**src/logic/pfs_pkg.sv**
```systemverilog
// Constants and types shared by the rail fault supervisor.
// Assumes a 20 MHz system clock and 32-bit APB register access.
package pfs_pkg;

    // ==========================================================
    // Timing
    localparam int CLK_HZ = 20_000_000;
    localparam int DEGLITCH_NS = 1000;
    localparam int DEGLITCH_CYC = (DEGLITCH_NS * (CLK_HZ / 1_000_000) + 999) / 1000;
    localparam int SEQ_STEP_US = 100;
    localparam int SEQ_STEP_CYC = SEQ_STEP_US * (CLK_HZ / 1_000_000);
    localparam int DG_W = 8;
    localparam int STEP_W = 12;

    // ==========================================================
    // Register map (byte addresses)
    localparam logic [11:0] ADDR_CTRL = 12'h000;
    localparam logic [11:0] ADDR_VSET = 12'h004;
    localparam logic [11:0] ADDR_STATUS = 12'h008;
    localparam logic [11:0] ADDR_OUTPUTS = 12'h00C;
    localparam int CTRL_BUS_SRC = 0;
    localparam int CTRL_EXT_EN = 1;
    localparam int CTRL_EXT_ALIVE = 2;
    localparam logic [2:0] CTRL_RST = 3'h2;

    // ==========================================================
    // Core rail code: 0.7 V plus 10 mV per step
    localparam logic [5:0] VCODE_0V9 = 6'h14;
    localparam logic [5:0] VCODE_1V0 = 6'h1E;
    localparam logic [5:0] VCODE_1V1 = 6'h28;
    localparam logic [5:0] VCODE_1V2 = 6'h32;
    localparam logic [5:0] VCODE_MAX = 6'h3C;
    localparam logic [5:0] VCODE_RST = VCODE_0V9;

    // ==========================================================
    // Types
    typedef struct packed {
        logic [2:0] strap;
        logic standby_n;
        logic supply_sel;
        logic por_5v;
        logic por_3v3;
        logic vin_ov_5v;
        logic vin_ov_3v3;
        logic [2:0] buck_uv;
        logic [2:0] buck_ov;
        logic linear_uv;
        logic die_hot;
        logic die_cool;
        logic [2:0] valley_lim;
    } pfs_pins_type;

    typedef enum logic [2:0] {
        ST_OFF, ST_SEQ, ST_ON, ST_UV_LATCH, ST_OT_WAIT, ST_VIN_OV
    } pfs_state_type;

endpackage

```
**src/logic/pfs_supervisor.sv**
```systemverilog
// Fault supervisor, sequencer and strap decode for a multi-rail power unit.
// Assumes comparator flags and straps arrive asynchronously on pins and
// software uses a zero-wait APB slave on the same 20 MHz clock.
//
// The address map and register access over APB are this design's own decisions.
`timescale 1ns/1ps
module pfs_supervisor (
    // Clock and reset
    input wire logic I_CLOCK,
    input wire logic I_RSTN,
    // APB slave
    input wire logic I_PSEL,
    input wire logic I_PENABLE,
    input wire logic I_PWRITE,
    input wire logic [11:0] I_PADDR,
    input wire logic [31:0] I_PWDATA,
    output logic [31:0] O_PRDATA,
    output logic O_PREADY,
    output logic O_PSLVERR,
    // Pins and comparator flags
    input wire pfs_pkg::pfs_pins_type I_PINS,
    // Rail controls
    output logic [2:0] O_BUCK_EN,
    output logic [2:0] O_HS_ALLOW,
    output logic [2:0] O_LS_HOLD,
    output logic O_LINEAR_EN,
    output logic O_OUT_DISCHARGE,
    output logic O_GATE_EN,
    output logic O_EXTERNAL_ENABLE_FIRST,
    output logic O_SENSE_DISCHARGE,
    output logic O_SLEEP_MODE,
    output logic O_CORE_SRC_BUS,
    output logic [5:0] O_CORE_VCODE,
    // Open-drain power-good pin
    output logic O_POWER_GOOD_OUT,
    output logic O_POWER_GOOD_OE
);
    import pfs_pkg::*;

    // ==========================================================
    // Decode helpers
    function automatic logic [5:0] strap_code(input logic [2:0] s);
        // Order: reference_out_strap, reference_adjust_strap, core_reference_in
        case (s[1:0])
            2'b00: strap_code = VCODE_0V9;
            2'b01: strap_code = VCODE_1V1;
            2'b10: strap_code = VCODE_1V2;
            default: strap_code = VCODE_1V0;
        endcase
    endfunction

    function automatic logic addr_ok(input logic [11:0] a);
        addr_ok = (a == ADDR_CTRL) || (a == ADDR_VSET) || (a == ADDR_STATUS)
            || (a == ADDR_OUTPUTS);
    endfunction

    // ==========================================================
    // Pin synchroniser
    pfs_pins_type sync1_q, sync2_q, pins;
    always_ff @(posedge I_CLOCK or negedge I_RSTN) begin
        if (!I_RSTN) begin
            sync1_q <= '0;
            sync2_q <= '0;
        end else begin
            sync1_q <= I_PINS;
            sync2_q <= sync1_q;
        end
    end
    assign pins = sync2_q;

    logic por_ok, vin_ov_raw;
    assign por_ok = pins.supply_sel ? pins.por_5v : pins.por_3v3;
    assign vin_ov_raw = pins.supply_sel ? pins.vin_ov_5v : pins.vin_ov_3v3;

    // ==========================================================
    // De-glitch counters: {input ov, buck ov[2:0], buck uv[2:0]}
    logic [6:0] dg_raw, dg;
    // A rail that is off reads under-voltage; masking it keeps a re-enabled rail from latching
    assign dg_raw = {vin_ov_raw, pins.buck_ov, pins.buck_uv & O_BUCK_EN};

    genvar g;
    generate
        for (g = 0; g < 7; g++) begin : g_dg
            logic [DG_W-1:0] cnt_q, cnt_d;
            always_comb begin
                if (!dg_raw[g]) begin
                    cnt_d = '0;
                end else if (cnt_q < DG_W'(DEGLITCH_CYC)) begin
                    cnt_d = cnt_q + DG_W'(1);
                end else begin
                    cnt_d = cnt_q;
                end
            end
            always_ff @(posedge I_CLOCK or negedge I_RSTN) begin
                if (!I_RSTN) begin
                    cnt_q <= '0;
                end else begin
                    cnt_q <= cnt_d;
                end
            end
            assign dg[g] = (cnt_q == DG_W'(DEGLITCH_CYC));
        end
    endgenerate

    logic [2:0] buck_uv_dg, buck_ov_dg;
    logic vin_ov_dg;
    assign buck_uv_dg = dg[2:0];
    assign buck_ov_dg = dg[5:3];
    assign vin_ov_dg = dg[6];

    // ==========================================================
    // State
    pfs_state_type state_q, state_d;
    logic [1:0] seq_idx_q, seq_idx_d;
    logic [STEP_W-1:0] step_q, step_d;
    logic [2:0] uv_latch_q, uv_latch_d;
    logic lin_latch_q, lin_latch_d;
    logic [2:0] ctrl_q, ctrl_d;
    logic [5:0] vset_q, vset_d;
    logic [31:0] prdata_d;
    logic pready_d, pslverr_d;
    logic [2:0] buck_en_d, hs_d, ls_d;
    logic lin_en_d, dis_d, gate_d, ext_d, sleep_d, pg_d;
    logic [3:0] rails_on;
    logic setup, wr;

    assign setup = I_PSEL && !I_PENABLE;
    assign wr = I_PSEL && I_PENABLE && O_PREADY && I_PWRITE;

    always_comb begin
        state_d = state_q;
        seq_idx_d = seq_idx_q;
        step_d = step_q;
        uv_latch_d = uv_latch_q;
        lin_latch_d = lin_latch_q;
        ctrl_d = ctrl_q;
        vset_d = vset_q;

        // Sequencer with fault priority: lockout, uv latch, input ov, heat
        if (!por_ok) begin
            state_d = ST_OFF;
            uv_latch_d = '0;
            lin_latch_d = 1'b0;
            vset_d = strap_code(pins.strap);
        end else begin
            if (state_q == ST_ON) begin
                uv_latch_d = uv_latch_q | (buck_uv_dg & O_BUCK_EN);
                lin_latch_d = lin_latch_q | (pins.linear_uv && O_LINEAR_EN);
            end
            if (uv_latch_d != 3'h0) begin
                state_d = ST_UV_LATCH;
            end else if (vin_ov_dg) begin
                state_d = ST_VIN_OV;
            end else if (pins.die_hot) begin
                state_d = ST_OT_WAIT;
            end else begin
                case (state_q)
                    ST_OFF: begin
                        state_d = ST_SEQ;
                        seq_idx_d = 2'h0;
                        step_d = '0;
                    end
                    ST_SEQ: begin
                        if (step_q == STEP_W'(SEQ_STEP_CYC - 1)) begin
                            step_d = '0;
                            seq_idx_d = seq_idx_q + 2'h1;
                            if (seq_idx_q == 2'h3) begin
                                state_d = ST_ON;
                            end
                        end else begin
                            step_d = step_q + STEP_W'(1);
                        end
                    end
                    ST_ON: state_d = ST_ON;
                    ST_UV_LATCH: state_d = ST_UV_LATCH;
                    ST_OT_WAIT, ST_VIN_OV: begin
                        if (pins.die_cool) begin
                            state_d = ST_SEQ;
                            seq_idx_d = 2'h0;
                            step_d = '0;
                        end
                    end
                    default: state_d = ST_OFF;
                endcase
            end
        end

        // Rails follow the next state so they drop in the cycle discharge starts
        case (state_d)
            ST_ON: rails_on = 4'hF;
            ST_SEQ: rails_on = 4'((5'h2 << seq_idx_d) - 5'h1);
            default: rails_on = 4'h0;
        endcase
        buck_en_d = rails_on[2:0] & ~buck_ov_dg;
        lin_en_d = rails_on[3] && !lin_latch_d;
        hs_d = buck_en_d & ~pins.valley_lim;
        ls_d = buck_en_d & pins.valley_lim;
        dis_d = !por_ok || (uv_latch_d != 3'h0) || lin_latch_d;
        gate_d = por_ok && !vin_ov_dg && (state_d != ST_VIN_OV);
        sleep_d = !pins.standby_n;
        // Sleep drops the external enable unless software keeps it alive
        ext_d = (state_q == ST_ON) && ctrl_q[CTRL_EXT_EN]
            && !(sleep_d && !ctrl_q[CTRL_EXT_ALIVE]);
        pg_d = (state_q == ST_ON) && (buck_ov_dg == 3'h0) && por_ok;

        // APB: data prepared in setup, answered in the first access cycle
        pready_d = setup;
        pslverr_d = setup && !addr_ok(I_PADDR);
        prdata_d = 32'h0;
        if (setup) begin
            case (I_PADDR)
                ADDR_CTRL: prdata_d = {29'h0, ctrl_q};
                ADDR_VSET: prdata_d = {26'h0, vset_q};
                ADDR_STATUS: prdata_d = {17'h0, por_ok, pins.strap, sleep_d, O_POWER_GOOD_OE,
                    buck_ov_dg, vin_ov_dg, state_q == ST_OT_WAIT, lin_latch_q,
                    uv_latch_q};
                ADDR_OUTPUTS: prdata_d = {21'h0, O_SENSE_DISCHARGE, O_EXTERNAL_ENABLE_FIRST,
                    O_GATE_EN, O_OUT_DISCHARGE, O_LINEAR_EN, O_BUCK_EN, 3'(state_q)};
                default: prdata_d = 32'h0;
            endcase
        end
        if (wr && I_PADDR == ADDR_CTRL) begin
            ctrl_d = I_PWDATA[2:0];
        end
        if (wr && I_PADDR == ADDR_VSET && por_ok) begin
            // Codes past 1.3 V saturate rather than wrap
            vset_d = (I_PWDATA[5:0] > VCODE_MAX) ? VCODE_MAX : I_PWDATA[5:0];
        end
    end

    // ==========================================================
    // Registers
    always_ff @(posedge I_CLOCK or negedge I_RSTN) begin
        if (!I_RSTN) begin
            state_q <= ST_OFF;
            seq_idx_q <= 2'h0;
            step_q <= '0;
            uv_latch_q <= 3'h0;
            lin_latch_q <= 1'b0;
            ctrl_q <= CTRL_RST;
            vset_q <= VCODE_RST;
            O_PRDATA <= 32'h0;
            O_PREADY <= 1'b0;
            O_PSLVERR <= 1'b0;
            O_BUCK_EN <= 3'h0;
            O_HS_ALLOW <= 3'h0;
            O_LS_HOLD <= 3'h0;
            O_LINEAR_EN <= 1'b0;
            O_OUT_DISCHARGE <= 1'b1;
            O_GATE_EN <= 1'b0;
            O_EXTERNAL_ENABLE_FIRST <= 1'b0;
            O_SENSE_DISCHARGE <= 1'b1;
            O_SLEEP_MODE <= 1'b0;
            O_CORE_SRC_BUS <= 1'b0;
            O_CORE_VCODE <= VCODE_RST;
            O_POWER_GOOD_OUT <= 1'b0;
            O_POWER_GOOD_OE <= 1'b1;
        end else begin
            state_q <= state_d;
            seq_idx_q <= seq_idx_d;
            step_q <= step_d;
            uv_latch_q <= uv_latch_d;
            lin_latch_q <= lin_latch_d;
            ctrl_q <= ctrl_d;
            vset_q <= vset_d;
            O_PRDATA <= prdata_d;
            O_PREADY <= pready_d;
            O_PSLVERR <= pslverr_d;
            O_BUCK_EN <= buck_en_d;
            O_HS_ALLOW <= hs_d;
            O_LS_HOLD <= ls_d;
            O_LINEAR_EN <= lin_en_d;
            O_OUT_DISCHARGE <= dis_d;
            O_GATE_EN <= gate_d;
            O_EXTERNAL_ENABLE_FIRST <= ext_d;
            O_SENSE_DISCHARGE <= !ext_d;
            O_SLEEP_MODE <= sleep_d;
            O_CORE_SRC_BUS <= ctrl_d[CTRL_BUS_SRC];
            O_CORE_VCODE <= vset_d;
            O_POWER_GOOD_OUT <= 1'b0;
            O_POWER_GOOD_OE <= !pg_d;
        end
    end

endmodule // pfs_supervisor

```
**config.mk**
```make
export PLATFORM = sky130hd
export DESIGN_NAME = pfs_supervisor
export DESIGN_NICKNAME = d
export VERILOG_FILES = /design/src/logic/pfs_pkg.sv /design/src/logic/pfs_supervisor.sv
export SDC_FILE = /design/constraint.sdc
export NUM_CORES = 1
export LEC_CHECK = 0
export BUFFER_PORTS_ARGS = -buffer_cell sky130_fd_sc_hd__buf_2
export CAP_MARGIN = 10
export CORE_ASPECT_RATIO = 0.6
export CORE_MARGIN = 2
export CORE_UTILIZATION = 40
export CTS_BUF_LIST = sky130_fd_sc_hd__clkbuf_8
export CTS_CLUSTER_DIAMETER = 120
export DETAILED_ROUTE_END_ITERATION = 10
export MAX_ROUTING_LAYER = met4
export PLACE_DENSITY = 0.62
export REMOVE_ABC_BUFFERS = 1
export SLEW_MARGIN = 20
export SYNTH_ARGS = -nofsm -noshare
export SYNTH_HDL_FRONTEND = slang
export SYNTH_SLANG_ARGS = --single-unit
export TNS_END_PERCENT = 50
```
**constraint.sdc**
```tcl
create_clock -name I_CLOCK -period 2.32 [get_ports I_CLOCK]
set_clock_uncertainty 0.05 [all_clocks]
set_input_delay 0.464 -clock I_CLOCK [delete_from_list [all_inputs] [get_ports I_CLOCK]]
set_output_delay 0.464 -clock I_CLOCK [all_outputs]
set_load 0.05 [all_outputs]
```
==> impl_metrics.yaml, run 1 <==
logic_synthesis:
  synth_area_um2: 6770
  yosysUniqueCellTypes: 55
  synth_edf_count: 0
  synth_ff_type: "dfrtp_1"
  syn-instance-count: 590
  async_reset_ff_frac: 1.00
  yosysSeqAreaShare: 0.597
  postSynthAreaPerCell_um2: 11.5
  ys_ff_latch: 161
  yosys_warnings: 0
route:
  dr_total_vias: 4971
  wl_per_cell_um: 16.0
  drc_errors: 0
  ant_nets: 0
  vias_per_cell: 5.02
  drtPass1Iterations: 5
  totalWireLength_um: 15900
  drt_iter0_drc: 244
clocking:
  cts_tree: "done"
  clock-sinks: 161
  cts-root-to-sink-buffers: 2
  htreeDepth: 4
  clk_pin_slew_ns: 0.11
  numCtsBuffers: 17
  clock_latency_ns: 0.45
  cts_root_buf: "clkbuf_8"
placement:
  pre_cts_slack_ns: -0.0937
  placed_cells: 944
  place_area_um2: 7800
  hpwl_um: 11400
  routabilityCongestion: 0.895
  port_buffers: 83
critical_path:
  path_cells: "inv_1 -> ha_4 -> and3b_2 -> a211oi_4 -> nand2b_1 -> or4_4 -> or3_4 -> a21oi_2"
  worstSetupEndpointType: "flip-flop"
  critPathTopFamily: "simple AND/OR/NAND/NOR gates"
  path_max_fanout: 4
  crit_arrival_ns: 2.70
  cp.required_ns: 2.64
  reg2reg_from: "g_dg[6].cnt_q[0]$_DFFE_PN0P_"
  cp_num_buf_inv: 1
  worst-setup-path-type: "flip-flop to flip-flop"
  critPathSlowestCell: "or4_4"
  cpPeakStageDelay_ns: 0.51
  crit_start: "g_dg[6].cnt_q[0]$_DFFE_PN0P_"
  critical_path.startpoint_type: "flip-flop"
power:
  powerDensity_nw_per_um2: 648
  power_frac_comb: 0.100
  clkPwrFrac: 0.364
  ir_drop_v: 0.000371
  internal_power_mw: 3.91
  power_switching_mw: 1.60
  swShare: 0.290
  seqPwrFrac: 0.536
  power.leakage_nw: 4.14
  totalPowerFinal_mw: 5.51
finish:
  nets: 840
  finalInstanceArea_um2: 8500
  layout.cells.non_filler: 991
  syn2layout_area_growth_pct: 25.7
  final_util: 0.519
  antennaDiodeCount: 0
  fill_cells: 1483
  drive_gt1_frac: 0.317
sta:
  period_needed_ns: 2.38
  hold_viol: 0
  setup_viol: 3
  holdWs_ns: 0.0549
  fmax_mhz: 421
  relSlewSlack: 0.538
  period_share: 1.02
  rsz0062_at_grt: "yes"
  setup_ws_ns: -0.0568
  fin_setup_tns_ns: -0.107
  worst_pin_slew_ns: 0.674
  slew_viol_final: 0
grt:
  antenna_found_initial: 0
  grt_pass1_wl_um: 25300
  grt_pass1_vias: 4945
  track_usage: 0.187
  grt.met1_usage: 0.279
  global_route.peak_usage_layer: "met1"
  grtUsageMet3: 0.0470
  use_met2: 0.255
  grt_max_degree: 64
  grt-ovfl-total: 0
floorplan:
  start_util: 0.413
  num_rows: 36
  dieWidth_um: 172
  pin_count: 128
  core_area_um2: 16400
  dieArea_um2: 18000
  die_y_um: 105
flow_run:
  max-cap-violations: 0
run_status:
  violations: "negative setup slack"
  outcome: "finished, violations left"
worst_hold_path:
  hp-start: "I_PINS[6]"
  min_path_type: "input port to flip-flop"
## state kept, by name, summed over array words and instances (netlist names), 2 cells and up
| register | flops |
|---|---|
| O_BUCK_EN | 3 |
| O_HS_ALLOW | 3 |
| O_LS_HOLD | 3 |
| O_PRDATA | 15 |
| ctrl_q | 2 |
| dg_raw | 3 |
| g_dg.cnt_q | 56 |
| pins | 18 |
| seq_idx_q | 2 |
| state_q | 3 |
| step_q | 12 |
| sync1_q | 21 |
| uv_latch_q | 3 |
| vset_q | 6 |
## layout make-up
cell class,instances,area [um^2],area share
Tap cell,228,285,0.0335
Multi-Input combinational cell,386,2690,0.317
Clock inverter,14,135,0.0159
Sequential cell,161,4040,0.475
Timing Repair Buffer,158,1010,0.119
Inverter,26,97.6,0.0115
Clock buffer,18,248,0.0291
## timing repair
| item | in CTS | in global routing |
|---|---|---|
| buffers inserted | 3 | 13 |
| setup endpoints to repair | 12 | 18 |
| pin swaps | 4 | 14 |
| endpoints found under the hold margin | 35 | 0 |
| hold buffers | 1 | 0 |
| resized for setup | 11 | 36 |
## logic make-up after synthesis
logic type	after synthesis	synth area share
AOI/OAI and AO/OA	72	0.0719
other	1	0.000554
adders and majority gates	20	0.0370
DFF	161	0.597
xor gates and xnor gates	26	0.0337
buffers and inverters	60	0.0440
muxes	20	0.0309
and+or+nand+nor	230	0.185
## cell usage in the layout, fill, tap and decap left out, types with 5 or more instances in the layout
master,count
a21oi_1,12
a41oi_1,8
and2_1,27
and3_1,14
buf_2,82
buf_4,70
clkbuf_8,18
conb_1,18
dfrtp_1,154
dfstp_2,6
ha_1,19
inv_1,25
inv_6,6
mux2_2,7
mux2i_1,13
nand2_1,27
nand3_1,8
nand4_1,19
nor2_1,60
nor2b_1,11
nor3_1,15
o21a_1,5
o21ai_0,14
xnor2_1,16
xor2_1,10
## cell usage after synthesis, types with 2 or more instances
cell	instances	area, um^2
or4_1	2	15.0
clkbuf_1	10	37.5
a221oi_1	4	35.0
nor3_1	20	100
buf_2	4	20.0
nor2_1	61	229
and3_1	16	100
nand4_1	19	119
nor3b_1	3	22.5
and2_1	28	175
a21oi_1	14	70.1
nand2_1	27	101
a21boi_0	3	22.5
xor2_1	10	87.6
a41oi_1	11	96.3
o211ai_1	2	15.0
buf_4	18	135
and4b_1	3	30.0
nand2b_1	3	18.8
nand3_1	9	45.0
o21ai_0	18	90.1
xnor2_1	16	140
a22oi_1	4	30.0
buf_1	2	7.51
o21a_1	5	37.5
or2_2	3	18.8
mux2_2	7	78.8
dfstp_2	6	158
nor4b_1	4	35.0
or3_1	4	25.0
inv_1	26	97.6
dfrtp_1	155	3880
mux2i_1	13	130
ha_1	20	250
nor4_1	4	25.0
nor2b_1	12	75.1
nor3b_2	2	25.0
and4_1	3	26.3
a31oi_1	3	18.8
## final timing paths
path | end | slack (ns) | cells after the start
max | step_q[10]$_DFFE_PN0P_ | -0.06 | 8
min | sync1_q[6]$_DFF_PN0_ | 0.05 | 1
max reg2reg | step_q[10]$_DFFE_PN0P_ | -0.06 | 8
min reg2reg | pins[5]$_DFF_PN0_ | 0.31 | 0
max in group asynchronous | O_OUT_DISCHARGE$_DFF_PN1_ | 1.08 | 3
min in group asynchronous | sync1_q[9]$_DFF_PN0_ | 0.44 | 2
## routing by layer
metal	up-vias	wire, um
met2	142	6750
met4	0	89
li1	2326	-
met1	2493	8180
met5	-	0
met3	10	878
## power groups by stage
stage	sequential, mW	clock, mW	combinational, mW
2_1_floorplan	3.06	0	0.209
3_3_place_gp	3.00	0	0.505
6_report	2.95	2.00	0.552
3_5_place_dp	3.00	0	0.516
4_1_cts	2.95	2.05	0.530
5_1_grt	2.96	2.19	0.604
(Power assumes the default switching activity.)
==> inputs of run 2 (changes only) <==
--- a/config.mk
+++ b/config.mk
@@ -8,9 +8,9 @@
 export BUFFER_PORTS_ARGS = -buffer_cell sky130_fd_sc_hd__buf_2
 export CAP_MARGIN = 10
 export CORE_ASPECT_RATIO = 0.6
-export CORE_MARGIN = 2
+export CORE_MARGIN = 3
 export CORE_UTILIZATION = 40
-export CTS_BUF_LIST = sky130_fd_sc_hd__clkbuf_8
+export CTS_BUF_LIST = sky130_fd_sc_hd__clkbuf_16
 export CTS_CLUSTER_DIAMETER = 120
 export DETAILED_ROUTE_END_ITERATION = 10
 export MAX_ROUTING_LAYER = met4
==> constraint.sdc (replaced) <==
create_clock -name I_CLOCK -period 2.32 [get_ports I_CLOCK]
set_clock_uncertainty 0.05 [all_clocks]
set_input_delay 0.696 -clock I_CLOCK [delete_from_list [all_inputs] [get_ports I_CLOCK]]
set_output_delay 0.696 -clock I_CLOCK [all_outputs]
set_load 0.05 [all_outputs]
==> run 2 against run 1 <==
Against the previous run: the run still ends with negative setup slack left; count of clock-buffer cells in the layout is 1 lower; cell count up 0.10%; first-iteration DRC count grew 45%; highest routed layer unchanged.
==> impl_metrics.yaml, run 2 (synthesis gave the netlist of run 1 again) <==
finish:
  multiInputGateArea_um2: 2700
  layout_commonest_cell: "dfrtp_1"
  layout_common_cells: "154 x dfrtp_1, 82 x buf_2, 74 x buf_4, 61 x nor2_1"
  antennaDiodeCount: 0
  regArea_um2: 4040
  layout.cells.non_filler: 992
  final_util: 0.533
  largest-register: "g_dg.cnt_q"
  finalInstanceArea_um2: 8740
  largest_register_ffs: 56
  syn2layout_area_growth_pct: 29.1
  fill_cells: 1429
  nets: 841
  drive_gt1_frac: 0.322
route:
  totalWireLength_um: 16300
  drc_errors: 0
  wl_per_cell_um: 16.4
  drt_iter0_drc: 354
  drtPass1Iterations: 5
  ant_nets: 0
  dr_total_vias: 4929
  vias_per_cell: 4.97
clocking:
  cts_tree: "done"
  numCtsBuffers: 17
  clock_latency_ns: 0.42
  clk_pin_slew_ns: 0.07
  cts-root-to-sink-buffers: 2
  cts_root_buf: "clkbuf_16"
  cts_hold_buf: 0
  htreeDepth: 4
  clock-sinks: 161
grt:
  grt_pass1_vias: 5013
  grtUsageMet3: 0.0499
  global_route.peak_usage_layer: "met1"
  grt.met1_usage: 0.273
  grt-ovfl-total: 0
  antenna_found_initial: 0
  track_usage: 0.187
  grt_max_degree: 56
  grt_pass1_wl_um: 26800
  use_met2: 0.263
flow_run:
  max-cap-violations: 0
sta:
  relSlewSlack: 0.535
  setup_ws_ns: -0.0285
  fin_setup_tns_ns: -0.0285
  slew_viol_final: 0
  period_share: 1.01
  fmax_mhz: 426
  hold_viol: 0
  setup_viol: 1
  period_needed_ns: 2.35
  worst_pin_slew_ns: 0.679
  rsz0062_at_grt: "yes"
  holdWs_ns: 0.129
critical_path:
  path_cells: "ha_2 -> and3_4 -> nand4_1 -> or4_4 -> o32ai_4 -> buf_4 -> o211ai_1 -> a21oi_1"
  cpPeakStageDelay_ns: 0.59
  critical_path.startpoint_type: "flip-flop"
  worst-setup-path-type: "flip-flop to flip-flop"
  reg2reg_depth: 8
  path_max_fanout: 3
  crit_arrival_ns: 2.63
  rrSetupSlack_ns: -0.03
  reg2reg_from: "step_q[1]$_DFFE_PN0P_"
  r2r-end: "O_LINEAR_EN$_DFF_PN0_"
  worstSetupEndpointType: "flip-flop"
  critPathSlowestCell: "or4_4"
  cp.required_ns: 2.60
placement:
  place_area_um2: 7910
  pre_cts_slack_ns: -0.172
  hpwl_um: 11700
  port_buffers: 83
  placed_cells: 957
  routabilityCongestion: 0.852
power:
  power.leakage_nw: 4.22
  powerDensity_nw_per_um2: 727
  ir_drop_v: 0.000454
  totalPowerFinal_mw: 6.35
floorplan:
  pin_count: 128
  dieArea_um2: 18600
  start_util: 0.413
  die_y_um: 107
  num_rows: 36
  dieWidth_um: 174
  core_area_um2: 16400
run_status:
  outcome: "finished, violations left"
  violations: "negative setup slack"
worst_hold_path:
  min_path_type: "input port to asynchronous set/reset pin"
## run 2: cell types whose count changed in the layout (fill, tap and decap cells not counted), moves of 3 or more
cell,change
clkbuf_8,-18
clkinv_4,+3
nor4b_2,-3
buf_4,+4
clkbuf_16,+17
## run 2: report_power, final
part | total, mW | switching (mW) | internal (mW)
combinational | 0.557 | 0.362 | 0.196
sequential | 2.96 | 0.0650 | 2.89
clock | 2.83 | 1.21 | 1.62
total | 6.35 | 1.64 | 4.71
## run 2: how the worst max path moves through the flow
stage	cells after the start	endpoint	slack [ns]	startpoint
floorplan	6	step_q[8]$_DFFE_PN0P_	-0.34	O_BUCK_EN[2]$_DFF_PN0_
global placement	5	O_CORE_SRC_BUS$_DFFE_PN0P_	-0.11	I_PADDR[1]
detailed placement	7	vset_q[5]$_DFFE_PN0P_	-0.17	I_PADDR[1]
CTS	9	O_LS_HOLD[2]$_DFF_PN0_	0.004	g_dg[6].cnt_q[1]$_DFFE_PN0P_
global route	8	O_LINEAR_EN$_DFF_PN0_	-0.11	step_q[0]$_DFFE_PN0P_
finish	8	O_LINEAR_EN$_DFF_PN0_	-0.03	step_q[1]$_DFFE_PN0P_
## run 2: worst max-delay path, delay by kind of cell (launching register included)
family                     cells  cell delay, ns
adders and majority gates      1            0.20
DFF                            1            0.38
buffers and inverters          1            0.16
AOI/OAI and AO/OA              3            0.55
and+or+nand+nor                3            0.93
## run 2: repair_timing
| action | in CTS | in global routing |
|---|---|---|
| setup endpoints to repair | 12 | 19 |
| pin swaps | 2 | 18 |
| gates resized for setup | 8 | 37 |
| setup buffers | 1 | 4 |
## run 2: cell type report
| type | instances | area share |
|---|---|---|
| repair buffers | 159 | 0.116 |
| well taps | 228 | 0.0327 |
| clock inverters | 15 | 0.0198 |
| clock buffers | 17 | 0.0487 |
| flip-flops and latches | 161 | 0.462 |
| inverters | 26 | 0.0112 |
| multi-input cells | 386 | 0.309 |
## run 2: layer usage
| metal | wire [um] | share of wire | vias up |
|---|---|---|---|
| met5 | 0 | 0 | - |
| met4 | 89 | 0.0055 | 0 |
| met3 | 936 | 0.058 | 10 |
| met2 | 7060 | 0.43 | 142 |
| met1 | 8200 | 0.50 | 2449 |
| li1 | - | - | 2328 |
